$ cat src/core/pmc_pkg.sv
// package for the power mode controller: map, field layouts, timing, states
package pmc_pkg;
   // printed register offsets are indexes; byte address is index times four
   localparam logic [9:0]  PMC_IDX_PWR   = 10'h087;
   localparam logic [9:0]  PMC_IDX_CFG   = 10'h088;
   localparam logic [9:0]  PMC_IDX_WEN   = 10'h089;
   localparam logic [9:0]  PMC_IDX_STAT  = 10'h08a;
   localparam logic [9:0]  PMC_IDX_MASK  = 10'h08b;
   localparam logic [9:0]  PMC_IDX_STATE = 10'h08c;
   localparam logic [11:0] PMC_ADDR_PWR   = {PMC_IDX_PWR, 2'b00};
   localparam logic [11:0] PMC_ADDR_CFG   = {PMC_IDX_CFG, 2'b00};
   localparam logic [11:0] PMC_ADDR_WEN   = {PMC_IDX_WEN, 2'b00};
   localparam logic [11:0] PMC_ADDR_STAT  = {PMC_IDX_STAT, 2'b00};
   localparam logic [11:0] PMC_ADDR_MASK  = {PMC_IDX_MASK, 2'b00};
   localparam logic [11:0] PMC_ADDR_STATE = {PMC_IDX_STATE, 2'b00};

   // power mode select encodings
   localparam logic [1:0] PMC_MODE_NORMAL = 2'h0;
   localparam logic [1:0] PMC_MODE_IDLE   = 2'h1;
   localparam logic [1:0] PMC_MODE_PDOWN  = 2'h2;
   localparam logic [1:0] PMC_MODE_TOTAL  = 2'h3;

   // power control register, bit 7 first
   typedef struct packed {
      logic       baudDouble;
      logic       frameErrorViewSel;
      logic       brownoutPowerdown;
      logic       brownoutIrqSelect;
      logic       userFlagOne;
      logic       userFlagZero;
      logic [1:0] powerModeSel;
   } pmc_power_t;
   localparam logic [7:0] PMC_PWR_RESET = 8'h00;

   // system configuration register, bit 9 first
   typedef struct packed {
      logic compEnable;
      logic wdtResetEnable;
      logic extIrqOneLevel;
      logic extIrqZeroLevel;
      logic xtalClock;
      logic rcIsSysClk;
      logic rtcUsesXtal;
      logic rtcEnable;
      logic rtcPowerdown;
      logic watchdogClockSelect;
   } pmc_cfg_t;
   localparam logic [9:0] PMC_CFG_RESET = 10'h000;

   // interrupt enables used for wake-up, bit 7 first
   typedef struct packed {
      logic globalIrqEnable;
      logic bodEn;
      logic compEn;
      logic wdtEn;
      logic rtcEn;
      logic keypadEn;
      logic extOneEn;
      logic extZeroEn;
   } pmc_wen_t;
   localparam logic [7:0] PMC_WEN_RESET = 8'h00;

   // sticky event bits
   localparam int         PMC_ST_WAKE   = 0;
   localparam int         PMC_ST_BOD    = 1;
   localparam int         PMC_ST_FLASH  = 2;
   localparam logic [2:0] PMC_ST_RESET  = 3'h0;

   // oscillator start-up counts in clocks
   localparam logic [10:0] PMC_XTAL_STARTUP = 11'h400;
   localparam logic [10:0] PMC_RC_STARTUP   = 11'h100;

   typedef enum logic [4:0] {
      PMC_RUN   = 5'h01,
      PMC_IDLE  = 5'h02,
      PMC_PDOWN = 5'h04,
      PMC_TOTAL = 5'h08,
      PMC_WAKE  = 5'h10
   } pmc_state_t;
endpackage

$ cat src/core/pmc_power_mode_control.sv
// power mode controller: mode selection, wake-up, brownout, flags, serial options
// Operation
// - both select bits one enters total power-down
// - total power-down disables comparators and brownout
// - no brownout reset or interrupt there
// - comparator and brownout never wake total power-down
// - RC oscillator off unless sysclock and RTC
// - watchdog wakes when its clock select set
// - level external irqs and keypad wake
// - RTC wakes, keeps crystal if RTC uses it, unless RTC powered down
// - mode select lives in bits 0 and 1
// - bits 2 and 3 are free flags
// - bit 4 picks brownout interrupt or reset
// - bit 5 powers down brownout detection
// - flash commands aborted while bit 5 set
// - bit 6 selects serial bit 7 meaning
// - bit 7 passes or halves timer overflow
// - 00 normal, 01 idle, 10 power-down
// - interrupt wake needs enable and global enable
// - wake waits 1024 or 256 clocks
`timescale 1ns/100ps
module pmc_power_mode_control
   import pmc_pkg::*;
(
   input  wire logic        mclk,
   input  wire logic        rst,
   input  wire logic        psel,
   input  wire logic        penable,
   input  wire logic        pwrite,
   input  wire logic [11:0] paddr,
   input  wire logic [31:0] pwdata,
   output logic      [31:0] prdata,
   output logic             pready,
   output logic             pslverr,
   input  wire logic        brownoutPin,
   input  wire logic        extIrqZeroPin,
   input  wire logic        extIrqOnePin,
   input  wire logic        keypadIrq,
   input  wire logic        comparatorIrq,
   input  wire logic        rtcIrq,
   input  wire logic        wdtIrq,
   input  wire logic        wdtReset,
   input  wire logic        timer1Overflow,
   input  wire logic        flashCmdReq,
   input  wire logic        uartModeBit,
   input  wire logic        uartFramingError,
   output logic             cpuHalt,
   output logic             oscEnable,
   output logic             rcOscEnable,
   output logic             xtalOscEnable,
   output logic             brownoutEnable,
   output logic             comparatorEnable,
   output logic             brownoutReset,
   output logic             flashCmdGo,
   output logic             flashCmdAbort,
   output logic             uartBaudTick,
   output logic             serialBit7View,
   output logic             serialBit7IsFrameErr,
   output logic             irq
);

   pmc_power_t  pwr_reg;
   pmc_cfg_t    cfg_reg;
   pmc_wen_t    wen_reg;
   logic [2:0]  status_reg;
   logic [2:0]  status_next;
   logic [2:0]  mask_reg;
   pmc_state_t  state_reg;
   pmc_state_t  state_next;
   logic [10:0] count_reg;
   logic [2:0]  pinMeta_reg;
   logic [2:0]  pinSync_reg;
   logic        pinPrev_reg;
   logic        halfBaud_reg;
   logic        setupPhase;
   logic        accessWrite;
   logic        hit;
   logic        pwrWrite;
   logic        bodSync;
   logic        extZero;
   logic        extOne;
   logic        bodEvent;
   logic        rtcActive;
   logic        wdtWake;
   logic        commonWake;
   logic        pdOnlyWake;
   logic        idleExit;
   logic        bodResetReq;
   logic        lowPowerNext;
   logic        rcKeep;
   logic [7:0]  pwrWdata;

   // address decode shared by the read and write paths
   function automatic logic mapped(input logic [11:0] a);
      mapped = (a == PMC_ADDR_PWR) || (a == PMC_ADDR_CFG) || (a == PMC_ADDR_WEN)
            || (a == PMC_ADDR_STAT) || (a == PMC_ADDR_MASK) || (a == PMC_ADDR_STATE);
   endfunction

   assign setupPhase  = psel && !penable;
   assign accessWrite = psel && penable && pwrite;
   assign hit         = mapped(paddr);
   assign pwrWrite    = accessWrite && (paddr == PMC_ADDR_PWR);
   assign pwrWdata    = pwdata[7:0];

   // pin synchroniser; edges are taken from the second stage onward only
   always_ff @(posedge mclk) begin
      if (rst) begin
         pinMeta_reg <= 3'h0;
         pinSync_reg <= 3'h0;
         pinPrev_reg <= 1'b0;
      end else begin
         pinMeta_reg <= {brownoutPin, extIrqOnePin, extIrqZeroPin};
         pinSync_reg <= pinMeta_reg;
         pinPrev_reg <= pinSync_reg[2];
      end
   end

   assign bodSync = pinSync_reg[2];
   assign extOne  = pinSync_reg[1];
   assign extZero = pinSync_reg[0];

   // a brownout only counts while the detector is powered
   assign bodEvent    = bodSync && !pinPrev_reg && brownoutEnable;
   assign bodResetReq = bodEvent && !pwr_reg.brownoutIrqSelect;

   // wake qualification; interrupts need their enable plus the global one
   assign rtcActive  = cfg_reg.rtcEnable && !cfg_reg.rtcPowerdown;
   assign wdtWake    = cfg_reg.watchdogClockSelect
                    && ((wdtIrq && wen_reg.wdtEn && wen_reg.globalIrqEnable)
                    || (wdtReset && cfg_reg.wdtResetEnable));
   assign commonWake = wdtWake
                    || (wen_reg.globalIrqEnable && (
                          (extZero && cfg_reg.extIrqZeroLevel && wen_reg.extZeroEn)
                       || (extOne && cfg_reg.extIrqOneLevel && wen_reg.extOneEn)
                       || (keypadIrq && wen_reg.keypadEn)
                       || (rtcIrq && rtcActive && wen_reg.rtcEn)));
   // comparator and brownout interrupts are heard in idle and plain power-down, not in total power-down
   assign pdOnlyWake = bodResetReq
                    || (wen_reg.globalIrqEnable
                       && ((comparatorIrq && wen_reg.compEn)
                       || (bodEvent && pwr_reg.brownoutIrqSelect && wen_reg.bodEn)));
   // idle keeps every peripheral alive, so edge-mode externals count too
   assign idleExit   = commonWake || pdOnlyWake
                    || (wen_reg.globalIrqEnable
                       && ((extZero && wen_reg.extZeroEn) || (extOne && wen_reg.extOneEn)));

   // power mode sequencer
   always_comb begin
      state_next = state_reg;
      unique case (state_reg)
         PMC_RUN: begin
            if (pwrWrite) begin
               unique case (pwrWdata[1:0])
                  PMC_MODE_IDLE:  state_next = PMC_IDLE;
                  PMC_MODE_PDOWN: state_next = PMC_PDOWN;
                  PMC_MODE_TOTAL: state_next = PMC_TOTAL;
                  PMC_MODE_NORMAL: state_next = PMC_RUN;
               endcase
            end
         end
         PMC_IDLE: begin
            if (idleExit) begin
               state_next = PMC_RUN;
            end
         end
         PMC_PDOWN: begin
            if (commonWake || pdOnlyWake) begin
               state_next = PMC_WAKE;
            end
         end
         PMC_TOTAL: begin
            if (commonWake) begin
               state_next = PMC_WAKE;
            end
         end
         PMC_WAKE: begin
            if (count_reg == 11'h000) begin
               state_next = PMC_RUN;
            end
         end
      endcase
   end

   always_ff @(posedge mclk) begin
      if (rst) begin
         state_reg <= PMC_RUN;
      end else begin
         state_reg <= state_next;
      end
   end

   // oscillator stability count; the state lasts exactly the start-up count
   always_ff @(posedge mclk) begin
      if (rst) begin
         count_reg <= 11'h000;
      end else if (state_next == PMC_WAKE && state_reg != PMC_WAKE) begin
         count_reg <= (cfg_reg.xtalClock ? PMC_XTAL_STARTUP : PMC_RC_STARTUP)
                    - 11'h001;
      end else if (state_reg == PMC_WAKE && count_reg != 11'h000) begin
         count_reg <= count_reg - 11'h001;
      end
   end

   // power control register; mode bits drop back to normal on any exit
   always_ff @(posedge mclk) begin
      if (rst) begin
         pwr_reg <= pmc_power_t'(PMC_PWR_RESET);
      end else if (pwrWrite) begin
         pwr_reg <= pmc_power_t'(pwrWdata);
      end else if (state_reg != PMC_RUN && state_next == PMC_RUN) begin
         pwr_reg.powerModeSel <= PMC_MODE_NORMAL;
      end
   end

   // configuration, wake enables and interrupt mask
   always_ff @(posedge mclk) begin
      if (rst) begin
         cfg_reg  <= pmc_cfg_t'(PMC_CFG_RESET);
         wen_reg  <= pmc_wen_t'(PMC_WEN_RESET);
         mask_reg <= PMC_ST_RESET;
      end else if (accessWrite) begin
         if (paddr == PMC_ADDR_CFG) begin
            cfg_reg <= pmc_cfg_t'(pwdata[9:0]);
         end
         if (paddr == PMC_ADDR_WEN) begin
            wen_reg <= pmc_wen_t'(pwdata[7:0]);
         end
         if (paddr == PMC_ADDR_MASK) begin
            mask_reg <= pwdata[2:0];
         end
      end
   end

   // sticky events, write one to clear; a new event beats the clear
   always_comb begin
      status_next = status_reg;
      if (accessWrite && paddr == PMC_ADDR_STAT) begin
         status_next = status_reg & ~pwdata[2:0];
      end
      status_next[PMC_ST_WAKE]  = status_next[PMC_ST_WAKE]
                               || (state_reg == PMC_WAKE && state_next == PMC_RUN);
      status_next[PMC_ST_BOD]   = status_next[PMC_ST_BOD]
                               || (bodEvent && pwr_reg.brownoutIrqSelect);
      status_next[PMC_ST_FLASH] = status_next[PMC_ST_FLASH]
                               || (flashCmdReq && pwr_reg.brownoutPowerdown);
   end

   always_ff @(posedge mclk) begin
      if (rst) begin
         status_reg <= PMC_ST_RESET;
         irq        <= 1'b0;
      end else begin
         status_reg <= status_next;
         irq        <= |(status_next & mask_reg);
      end
   end

   // power switches follow the next state so they line up with state_reg
   assign lowPowerNext = (state_next == PMC_PDOWN) || (state_next == PMC_TOTAL);
   assign rcKeep       = cfg_reg.rcIsSysClk && cfg_reg.rtcEnable;

   always_ff @(posedge mclk) begin
      if (rst) begin
         cpuHalt          <= 1'b0;
         oscEnable        <= 1'b1;
         rcOscEnable      <= 1'b1;
         xtalOscEnable    <= 1'b1;
         brownoutEnable   <= 1'b0;
         comparatorEnable <= 1'b0;
      end else begin
         cpuHalt          <= state_next != PMC_RUN;
         oscEnable        <= !lowPowerNext;
         rcOscEnable      <= !lowPowerNext || rcKeep;
         xtalOscEnable    <= !lowPowerNext
                          || (rtcActive && cfg_reg.rtcUsesXtal);
         brownoutEnable   <= !pwr_reg.brownoutPowerdown
                          && state_next != PMC_TOTAL;
         comparatorEnable <= cfg_reg.compEnable && state_next != PMC_TOTAL;
      end
   end

   // brownout reset as a one-cycle pulse; flash command gate follows each cycle of the request
   always_ff @(posedge mclk) begin
      if (rst) begin
         brownoutReset <= 1'b0;
         flashCmdGo    <= 1'b0;
         flashCmdAbort <= 1'b0;
      end else begin
         brownoutReset <= bodResetReq;
         flashCmdGo    <= flashCmdReq && !pwr_reg.brownoutPowerdown;
         flashCmdAbort <= flashCmdReq && pwr_reg.brownoutPowerdown;
      end
   end

   // baud tick: halving drops every other overflow, so duty stays one cycle
   always_ff @(posedge mclk) begin
      if (rst) begin
         halfBaud_reg <= 1'b0;
         uartBaudTick <= 1'b0;
      end else begin
         if (timer1Overflow) begin
            halfBaud_reg <= !halfBaud_reg;
         end
         uartBaudTick <= timer1Overflow
                      && (pwr_reg.baudDouble || halfBaud_reg);
      end
   end

   // serial control bit 7 is either the mode bit or the framing error
   always_ff @(posedge mclk) begin
      if (rst) begin
         serialBit7View       <= 1'b0;
         serialBit7IsFrameErr <= 1'b0;
      end else begin
         serialBit7View       <= pwr_reg.frameErrorViewSel ? uartFramingError
                                                           : uartModeBit;
         serialBit7IsFrameErr <= pwr_reg.frameErrorViewSel;
      end
   end

   // apb slave: zero wait, data captured in setup so it is a flop in access
   always_ff @(posedge mclk) begin
      if (rst) begin
         prdata  <= 32'h0000_0000;
         pready  <= 1'b0;
         pslverr <= 1'b0;
      end else begin
         pready <= 1'b1;
         if (setupPhase) begin
            pslverr <= !hit;
            prdata  <= 32'h0000_0000;
            if (!pwrite) begin
               unique case (paddr)
                  PMC_ADDR_PWR:   prdata <= {24'h00_0000, pwr_reg};
                  PMC_ADDR_CFG:   prdata <= {22'h00_0000, cfg_reg};
                  PMC_ADDR_WEN:   prdata <= {24'h00_0000, wen_reg};
                  PMC_ADDR_STAT:  prdata <= {29'h0000_0000, status_reg};
                  PMC_ADDR_MASK:  prdata <= {29'h0000_0000, mask_reg};
                  PMC_ADDR_STATE: prdata <= {16'h0000, count_reg, state_reg};
                  default:        prdata <= 32'h0000_0000;
               endcase
            end
         end
      end
   end

   // checks beside the logic
   a_total_analog_off: assert property (@(posedge mclk) disable iff (rst)
      (state_reg == PMC_TOTAL) |-> (!brownoutEnable && !comparatorEnable))
      else $error("analog blocks powered in total power-down");

   a_total_no_bod: assert property (@(posedge mclk) disable iff (rst)
      (state_reg == PMC_TOTAL) |=> (!brownoutReset && !$rose(status_reg[PMC_ST_BOD])))
      else $error("brownout acted in total power-down");

   a_total_holds: assert property (@(posedge mclk) disable iff (rst)
      (state_reg == PMC_TOTAL && !commonWake) |=> (state_reg == PMC_TOTAL && cpuHalt))
      else $error("left total power-down without a permitted wake");

   a_rc_stopped: assert property (@(posedge mclk) disable iff (rst)
      ((state_reg == PMC_PDOWN || state_reg == PMC_TOTAL) && !rcKeep) |-> !rcOscEnable)
      else $error("rc oscillator running in power-down");

   a_total_entry: assert property (@(posedge mclk) disable iff (rst)
      (state_reg == PMC_RUN && pwrWrite && pwrWdata[1:0] == PMC_MODE_TOTAL)
      |=> (state_reg == PMC_TOTAL) ##1 !brownoutEnable)
      else $error("total power-down not entered");

   a_wake_length: assert property (@(posedge mclk) disable iff (rst)
      $rose(state_reg == PMC_WAKE) |-> (state_reg == PMC_WAKE)[*8]
      ##0 (count_reg == $past(count_reg) - 11'h001))
      else $error("oscillator start-up count cut short");

   a_wake_done: assert property (@(posedge mclk) disable iff (rst)
      (state_reg == PMC_WAKE && count_reg == 11'h000) |=> (state_reg == PMC_RUN && !cpuHalt))
      else $error("start-up count end did not resume");

   a_flash_abort: assert property (@(posedge mclk) disable iff (rst)
      (flashCmdReq && pwr_reg.brownoutPowerdown) |=> (flashCmdAbort && !flashCmdGo
      && status_reg[PMC_ST_FLASH]))
      else $error("flash command not aborted");

   a_baud_rate: assert property (@(posedge mclk) disable iff (rst)
      (timer1Overflow && !pwr_reg.baudDouble && !halfBaud_reg) |=> !uartBaudTick)
      else $error("halved baud tick passed an overflow");

   a_bod_select: assert property (@(posedge mclk) disable iff (rst)
      (bodEvent && pwr_reg.brownoutIrqSelect) |=> (!brownoutReset && status_reg[PMC_ST_BOD]))
      else $error("brownout interrupt mode issued a reset");

   a_serial_view: assert property (@(posedge mclk) disable iff (rst)
      ##1 serialBit7View == ($past(pwr_reg.frameErrorViewSel) ? $past(uartFramingError)
                                                             : $past(uartModeBit)))
      else $error("serial bit 7 view wrong");

endmodule

$ cat config.mk
export PLATFORM = sky130hd
export DESIGN_NAME = pmc_power_mode_control
export DESIGN_NICKNAME = d
export VERILOG_FILES = /design/src/core/pmc_pkg.sv /design/src/core/pmc_power_mode_control.sv
export SDC_FILE = /design/constraint.sdc
export NUM_CORES = 1
export LEC_CHECK = 0
export ABC_AREA = 1
export ABC_CLOCK_PERIOD_IN_PS = 3500
export BUFFER_PORTS_ARGS = -buffer_cell sky130_fd_sc_hd__clkbuf_2
export CORE_ASPECT_RATIO = 0.7
export CORE_MARGIN = 1.5
export CORE_UTILIZATION = 59
export CTS_BUF_LIST = sky130_fd_sc_hd__clkbuf_8
export CTS_CLUSTER_DIAMETER = 120
export DETAILED_ROUTE_END_ITERATION = 12
export GPL_ROUTABILITY_DRIVEN = 1
export PLACE_DENSITY_LB_ADDON = 0.1
export SLEW_MARGIN = 20
export SYNTH_ARGS = -nofsm -noshare
export SYNTH_HDL_FRONTEND = slang
export SYNTH_SLANG_ARGS = --single-unit
$ cat constraint.sdc
create_clock -name mclk -period 3.5 [get_ports mclk]
set_clock_uncertainty 0.05 [all_clocks]
set_input_delay 0.525 -clock mclk [delete_from_list [all_inputs] [get_ports mclk]]
set_output_delay 0.525 -clock mclk [all_outputs]
set_load 0.05 [all_outputs]
==> summary.txt, run 1 <==
Run status
  • Outcome: complete, no violations

Synth
  • YS warnings: 0
  • Synth Instances: 589
  • Post-synthesis instance area: 0.004275 mm2
  • Synth cell types: 46
  • Syn_area_per_cell: 7.259 um2
  • Asr flop ratio synth: 0%
  • #FFs+latches synth: 87
  • Top_reg_cell synth: dfxtp_1
  • Register area share after synthesis: 40.74%
  • Post-synth EDFFs: 0

Timing
  • Fmax: roughly 0.40 GHz
  • Post-layout minimum cycle time: approximately 2.5 ns
  • Final Hold Vio Count: 0
  • Crit path setup slack, layout: 1.008 ns
  • Final setup fails: 0
  • Worst-Margin Slew: about 0.77 ns
  • Final setup TNS: 0 ns
  • Slew margin rel.: between 40% and 50%
  • Slew Viols, Final: 0
  • RSZ-0062 raised after global routing: false
  • Tcrit/Tclk final: 71.19%

Clocking
  • CTS resizes: 0
  • CTS buffer count: 9
  • CTS Sinks: 87
  • H-tree depth: 3
  • Hold Buf Count CTS: 0
  • Longest Clk Path Bufs: 2
  • Worst-path clk slew: 0.09 ns
  • CTS tree: yes
  • Post-CTS Setup Inserts: 0
  • Root buffer cell: clkbuf_8
  • Skew-Pair Late Insertion Delay: 0.36 ns

Global routing
  • Vias in the first global route: approximately 3500
  • Largest net degree at the start of global routing: a little over 60
  • Grt total ovfl: 0
  • All-Layer GR Usage: 29.45%
  • Initial antenna violation count: 0
  • First-pass GRT wire length: 17650 um

Pwr
  • Power per Cell Area: 370.6 mW/mm2
  • Leak pwr: 2.075 nW
  • VDD IR-drop max: 0.0003158 V

Floorplanning
  • Io pins: 108
  • Die Wd: approximately 100 um
  • Initial Utilization: 62.13%
  • Core ar.: 0.006882 mm2
  • Row cnt: 25
  • Die Ht: about 74 um
  • Die Footprint: ~0.0078 mm2

Finish
  • Layout area overhead: 12.09%
  • Share of layout cells above drive strength 1: 21.21%
  • Nets: 717
  • Most common cell after layout, fill and taps aside: nand2_1
  • Most frequent cells in the layout: nand2_1, dfxtp_1, inv_1
  • Non-Filler Instances: 754
  • Largest register FFs: 16
  • N_diodes: 0

Setup path
  • Buf+Inv Stages, Crit Path: 2
  • Crit-path leading delay family: simple AND/OR/NAND/NOR gates
  • Worst path slowest cell: nor2_1
  • CP Max Fanout: 16
  • CP startpoint kind: primary input
  • Critical Path RT: 3.73 ns
  • Crit path largest cell delay: roughly 0.54 ns
  • Crit path kind: in2reg
  • Ordered cell list for the critical path: clkbuf_2 -> nor2_2 -> nand2_1 -> nor2_2 -> inv_2 -> nor2_1 -> nand2_1 -> nor2_2 -> nor2_1 -> a211oi_1
  • Most used cell, CP: nor2_2
  • Crit. End Element: flop
  • CP arrival: 2.72 ns

Route
  • Initial DRC count: 299
  • Routed via count: 4171
  • DR WL/cell: 14.75 um
  • Final WL: 11120 um
  • Routed Antenna Nets: 0
  • Post-route DRC: 0
  • Drt pass-1 iters: 7
  • DR vias/cell: 5.532

Job
  • Max-Cap Viols: 0

Place
  • Hpwl dp: 8442 um
  • Cell count after placement: roughly 740
  • Pre-CTS setup slack: 0.6871 ns
  • Gpl congestion: 0.9167
  • Input/output buffers: 69

Hold path
  • HP Class: in2reg
[worst register-to-register path: stages (launching register included)]
cell and delay, ns:
dfxtp_1 0.34, inv_1 0.06, nand2_1 0.09, nor2_1 0.06, nor2_1 0.13, nand2_1 0.10
a21boi_1 0.19, nand2_1 0.11, nand2_2 0.09, nand2_4 0.11, nand2_4 0.19, nand2_1 0.08
ha_1 0.26, nand2_2 0.12, inv_2 0.05, nand3_1 0.07, nand3_1 0.12, nand2_1 0.08
inv_1 0.03
[cell usage after synthesis, types with 2 or more instances]
master    count  area, um2
a211oi_1     16      120.1
nand3_2       2      20.02
nand2_1     105      394.1
inv_1        75      281.5
nand2_2       7      43.79
inv_2        11      41.29
nand4_1       9      56.30
o21ai_0      25      125.1
o21ai_2       2      17.52
a21oi_1      41      205.2
nor2_2       12      75.07
dfxtp_1      87       1742
nand2_4       2      22.52
nor2_1       58      217.7
nand3_1      41      205.2
o21bai_1      2      15.01
buf_4        17      127.6
clkbuf_1     10      37.54
o21ai_1       3      15.01
nor3_2        7      70.07
clkinv_1      2      7.510
a31oi_1       3      18.77
o211ai_1      6      45.04
nor3b_4       2      37.54
nor3_1       11      55.05
buf_2         3      15.01
o22ai_1      11      68.82
[per-layer routing]
| layer | global-route usage [%] | wire (um) | up-vias |
|---|---|---|---|
| met5 | 0 | 0 | - |
| met2 | 41.47 | 4458 | 232 |
| met4 | 9.589 | 142 | 0 |
| li1 | - | - | 2035 |
| met1 | 44.41 | 5415 | 1889 |
| met3 | 6.573 | 1103 | 15 |
[report_power, final]
group | internal (W) | switching [W] | leakage [nW]
Combinational | 0.0000311 | 0.000113 | 1.28
Clock | 0.000259 | 0.000373 | 0.0935
Sequential | 0.000997 | 0.00000304 | 0.704
Total | 0.00129 | 0.000488 | 2.07
[cell families (layout without fill, tap and decap cells)]
group	Yosys count	count (layout)	share of synthesized area, %
xor gates and xnor gates	2	2	0.4098
and+or+nand+nor	262	262	29.94
buffers and inverters	120	176	12.29
other	1	16	0.08771
AOI/OAI and AO/OA	116	116	16.24
DFF	87	87	40.74
adders and majority gates	1	1	0.2926
[per-stage QoR]
stage	hold slack [ns]	util (%)	power [W]	area, um2
detailed placement	0.3488	67.16	0.001166	4622
global placement	0.3399	67.16	0.001164	4622
finish	0.2862	69.64	0.001776	4792
global route	0.2915	69.64	0.001836	4792
floorplan	0.3383	-	0.001136	4332
CTS	0.2812	69.64	0.001783	4792
[path summary, 6_finish.rpt]
kind	startpoint	endpoint	slack, ns	cells after the start
setup / recovery	paddr[7]	wen_reg[5]	1.01	10
hold / removal	brownoutPin	pinMeta_reg[2]	0.29	3
setup reg to reg	cfg_reg[1]	count_reg[8]	1.07	18
hold reg to reg	pinMeta_reg[0]	pinSync_reg[0]	0.36	2
[final cells by class]
cell class | count | area [um2]
Fill cell | 612 | 2090
Timing Repair Buffer | 72 | 367.9
Multi-Input combinational cell | 397 | 2064
Clock buffer | 9 | 123.9
Inverter | 88 | 330.3
Clock inverter | 7 | 46.29
Tap cell | 94 | 117.6
Sequential cell | 87 | 1742
No activity file was read; power rests on OpenSTA's default activity.
==> run 2: changes to the inputs <==
ABC_CLOCK_PERIOD_IN_PS = 2200   (was 3500)
CORE_UTILIZATION = 50   (was 59)
clock period = 2.2 ns   (was 3.5 ns; I/O delays follow)
==> run 2 against run 1 <==
Effect of this change: utilization fell by 2.9 points; critical path depth rose by 6; clock power up 79%; sequential cell count unchanged; count of clock-buffer cells in the layout grew 2; non-clock buffer count rose by 52; final area grew 13%; final cell count up 7.7%; routed wire length grew 12%; global-route usage is 1.6 points lower; critical endpoint is now count_reg[5]; largest cell class unchanged.
==> summary.txt, run 2 (synthesis gave the netlist of run 1 again) <==
Timing
  • Final setup fails: 0
  • Final setup TNS: 0 ns
  • Hold_ws: 0.09744 ns
  • Post-layout minimum cycle time: roughly 2.1 ns
  • Fmax: 0.4752 GHz
  • Final Hold Vio Count: 0
  • Slew margin rel.: 45.41%
  • Worst-Margin Slew: between 0.8 and 0.9 ns
  • Crit path setup slack, layout: 0.09555 ns
  • Slew Viols, Final: 0
  • RSZ-0062 raised after global routing: true
  • Tcrit/Tclk final: 95.66%

Global routing
  • Initial antenna violation count: 0
  • First-pass GRT wire length: 19430 um
  • All-Layer GR Usage: approximately 28%
  • Largest net degree at the start of global routing: 38
  • Vias in the first global route: 3869
  • Grt total ovfl: 0

Place
  • Input/output buffers: 69
  • Pre-CTS setup slack: -0.002315 ns
  • Gpl congestion: 0.9332
  • Hpwl dp: 9366 um
  • Area of placed instances: 0.004952 mm2
  • Cell count after placement: 786

Clocking
  • CTS buffer count: 9
  • Skew-Pair Late Insertion Delay: 0.36 ns
  • CTS tree: yes
  • Root buffer cell: clkbuf_8
  • CTS Sinks: a little under 90
  • H-tree depth: 3
  • Worst-path clk slew: 0.09 ns
  • Longest Clk Path Bufs: 2

Route
  • Routed Antenna Nets: 0
  • DR WL/cell: between 15 and 20 um
  • Initial DRC count: 392
  • Post-route DRC: 0
  • Final WL: 12450 um
  • Drt pass-1 iters: 6
  • Routed via count: about 4400
  • DR vias/cell: 5.384

Setup path
  • CP Max Fanout: 7
  • CP startpoint kind: flop
  • Reg2reg setup slack: 0.1 ns
  • Crit. End Element: flop
  • Critical Path RT: 2.44 ns
  • Worst path slowest cell: dfxtp_2
  • CP arrival: 2.34 ns
  • Crit path largest cell delay: 0.34 ns
  • Reg-to-reg startpoint: wen_reg[1]
  • Worst reg2reg path endpoint: count_reg[5]
  • Crit path kind: reg2reg
  • Worst R2R Path Depth: 16
  • Ordered cell list for the critical path: nand2_1 -> nor2_2 -> nor2_2 -> nand2_2 -> a21boi_2 -> nand2_1 -> nand2_2 -> nand2_4 -> nand2_8 -> buf_12 -> nand2_1 -> nand2_2 -> buf_4 -> buf_4 -> o21ai_0 -> a21oi_1

Hold path
  • Hold worst-path end: pinMeta_reg[2]
  • HP Class: in2reg
  • Worst Hold Depth: 3
  • Worst hold start: brownoutPin

Finish
  • Non-Filler Instances: 812
  • Largest register FFs: 16
  • Share of layout cells above drive strength 1: 30.94%
  • N_diodes: 0
  • Most common cell after layout, fill and taps aside: nand2_1
  • Final Cell Area: 0.005391 mm2
  • Nets: 769
  • Layout area overhead: 26.10%
  • Most frequent cells in the layout: nand2_1, dfxtp_1, inv_1

Pwr
  • Power per Cell Area: roughly 550 mW/mm2
  • Leak pwr: roughly 2.4 nW
  • VDD IR-drop max: 0.0003748 V

Floorplanning
  • Die Ht: ~80 um
  • Io pins: 108
  • Core ar.: approximately 0.008 mm2
  • Die Footprint: between 0.009 and 0.01 mm2
  • Die Wd: around 110 um
  • Row cnt: 27
  • Initial Utilization: 52.95%

Run status
  • Outcome: complete, no violations

Job
  • Max-Cap Viols: 0
## run 2: changes by cell type in the layout (fill, tap and decap cells not counted), moves of 3 or more
| cell | delta |
|---|---|
| buf_4 | +49 |
| clkinv_2 | -3 |
| dfxtp_1 | -7 |
| dfxtp_2 | +7 |
| inv_2 | +3 |
| nand2_1 | -9 |
| nand2_2 | +6 |
| nor2_1 | -6 |
| nor2_2 | +4 |
## run 2: repair_timing
item / 4_1_cts / 5_1_grt
hold buffers: 0 / 0
endpoints found under the hold margin: 0 / 0
setup endpoints to repair: 0 / 14
gates resized for setup: 0 / 39
buffers inserted: 0 / 10
## run 2: worst max-delay path: cells and delay by family (launching register included)
kind	cells	cell delay, ns
flops	1	0.34
buf+inv	3	0.35
simple gates	10	0.91
compound gates	3	0.38
## run 2: metal layers
layer	share of wire [%]	track usage, %	up-vias
met4	0.85	5.125	0
li1	-	-	2145
met1	50	42.45	2006
met2	41	40.30	203
met5	0	0	-
met3	8.1	5.736	18
## run 2: how the worst max path moves through the flow
stage / startpoint / to / slack [ns] / depth (start not counted)
final: wen_reg[1] / count_reg[5] / 0.1 / 16
after global routing: cfg_reg[1] / count_reg[10] / -0.04 / 19
after CTS: cfg_reg[1] / count_reg[10] / 0.009 / 19
after detailed placement: paddr[9] / xtalOscEnable / -0.002 / 13
after global placement: paddr[9] / rcOscEnable / 0.05 / 13
after floorplan: brownoutEnable / count_reg[10] / 0.05 / 19
## run 2: cell type report
cell class | instances | area [um2]
fill | 730 | 2683
multi-input combinational | 397 | 2186
sequential | 87 | 1750
timing repair buffer | 124 | 800.8
inverter | 88 | 330.3
clock buffer | 11 | 151.4
tap | 101 | 126.4
clock inverter | 4 | 46.29
## run 2: power by group
group          total [W]  internal, W  switching (W)
registers        0.00159      0.00159     0.00000539
clock network    0.00113     0.000575       0.000555
logic           0.000245    0.0000615       0.000183
## run 2: stage by stage
| stage | power [W] | util, % |
|---|---|---|
| CTS | 0.002974 | 63.78 |
| global route | 0.003078 | 66.78 |
| floorplan | 0.001808 | - |
| finish | 0.002967 | 66.78 |
| global placement | 0.001866 | 61.34 |
| detailed placement | 0.001868 | 61.34 |
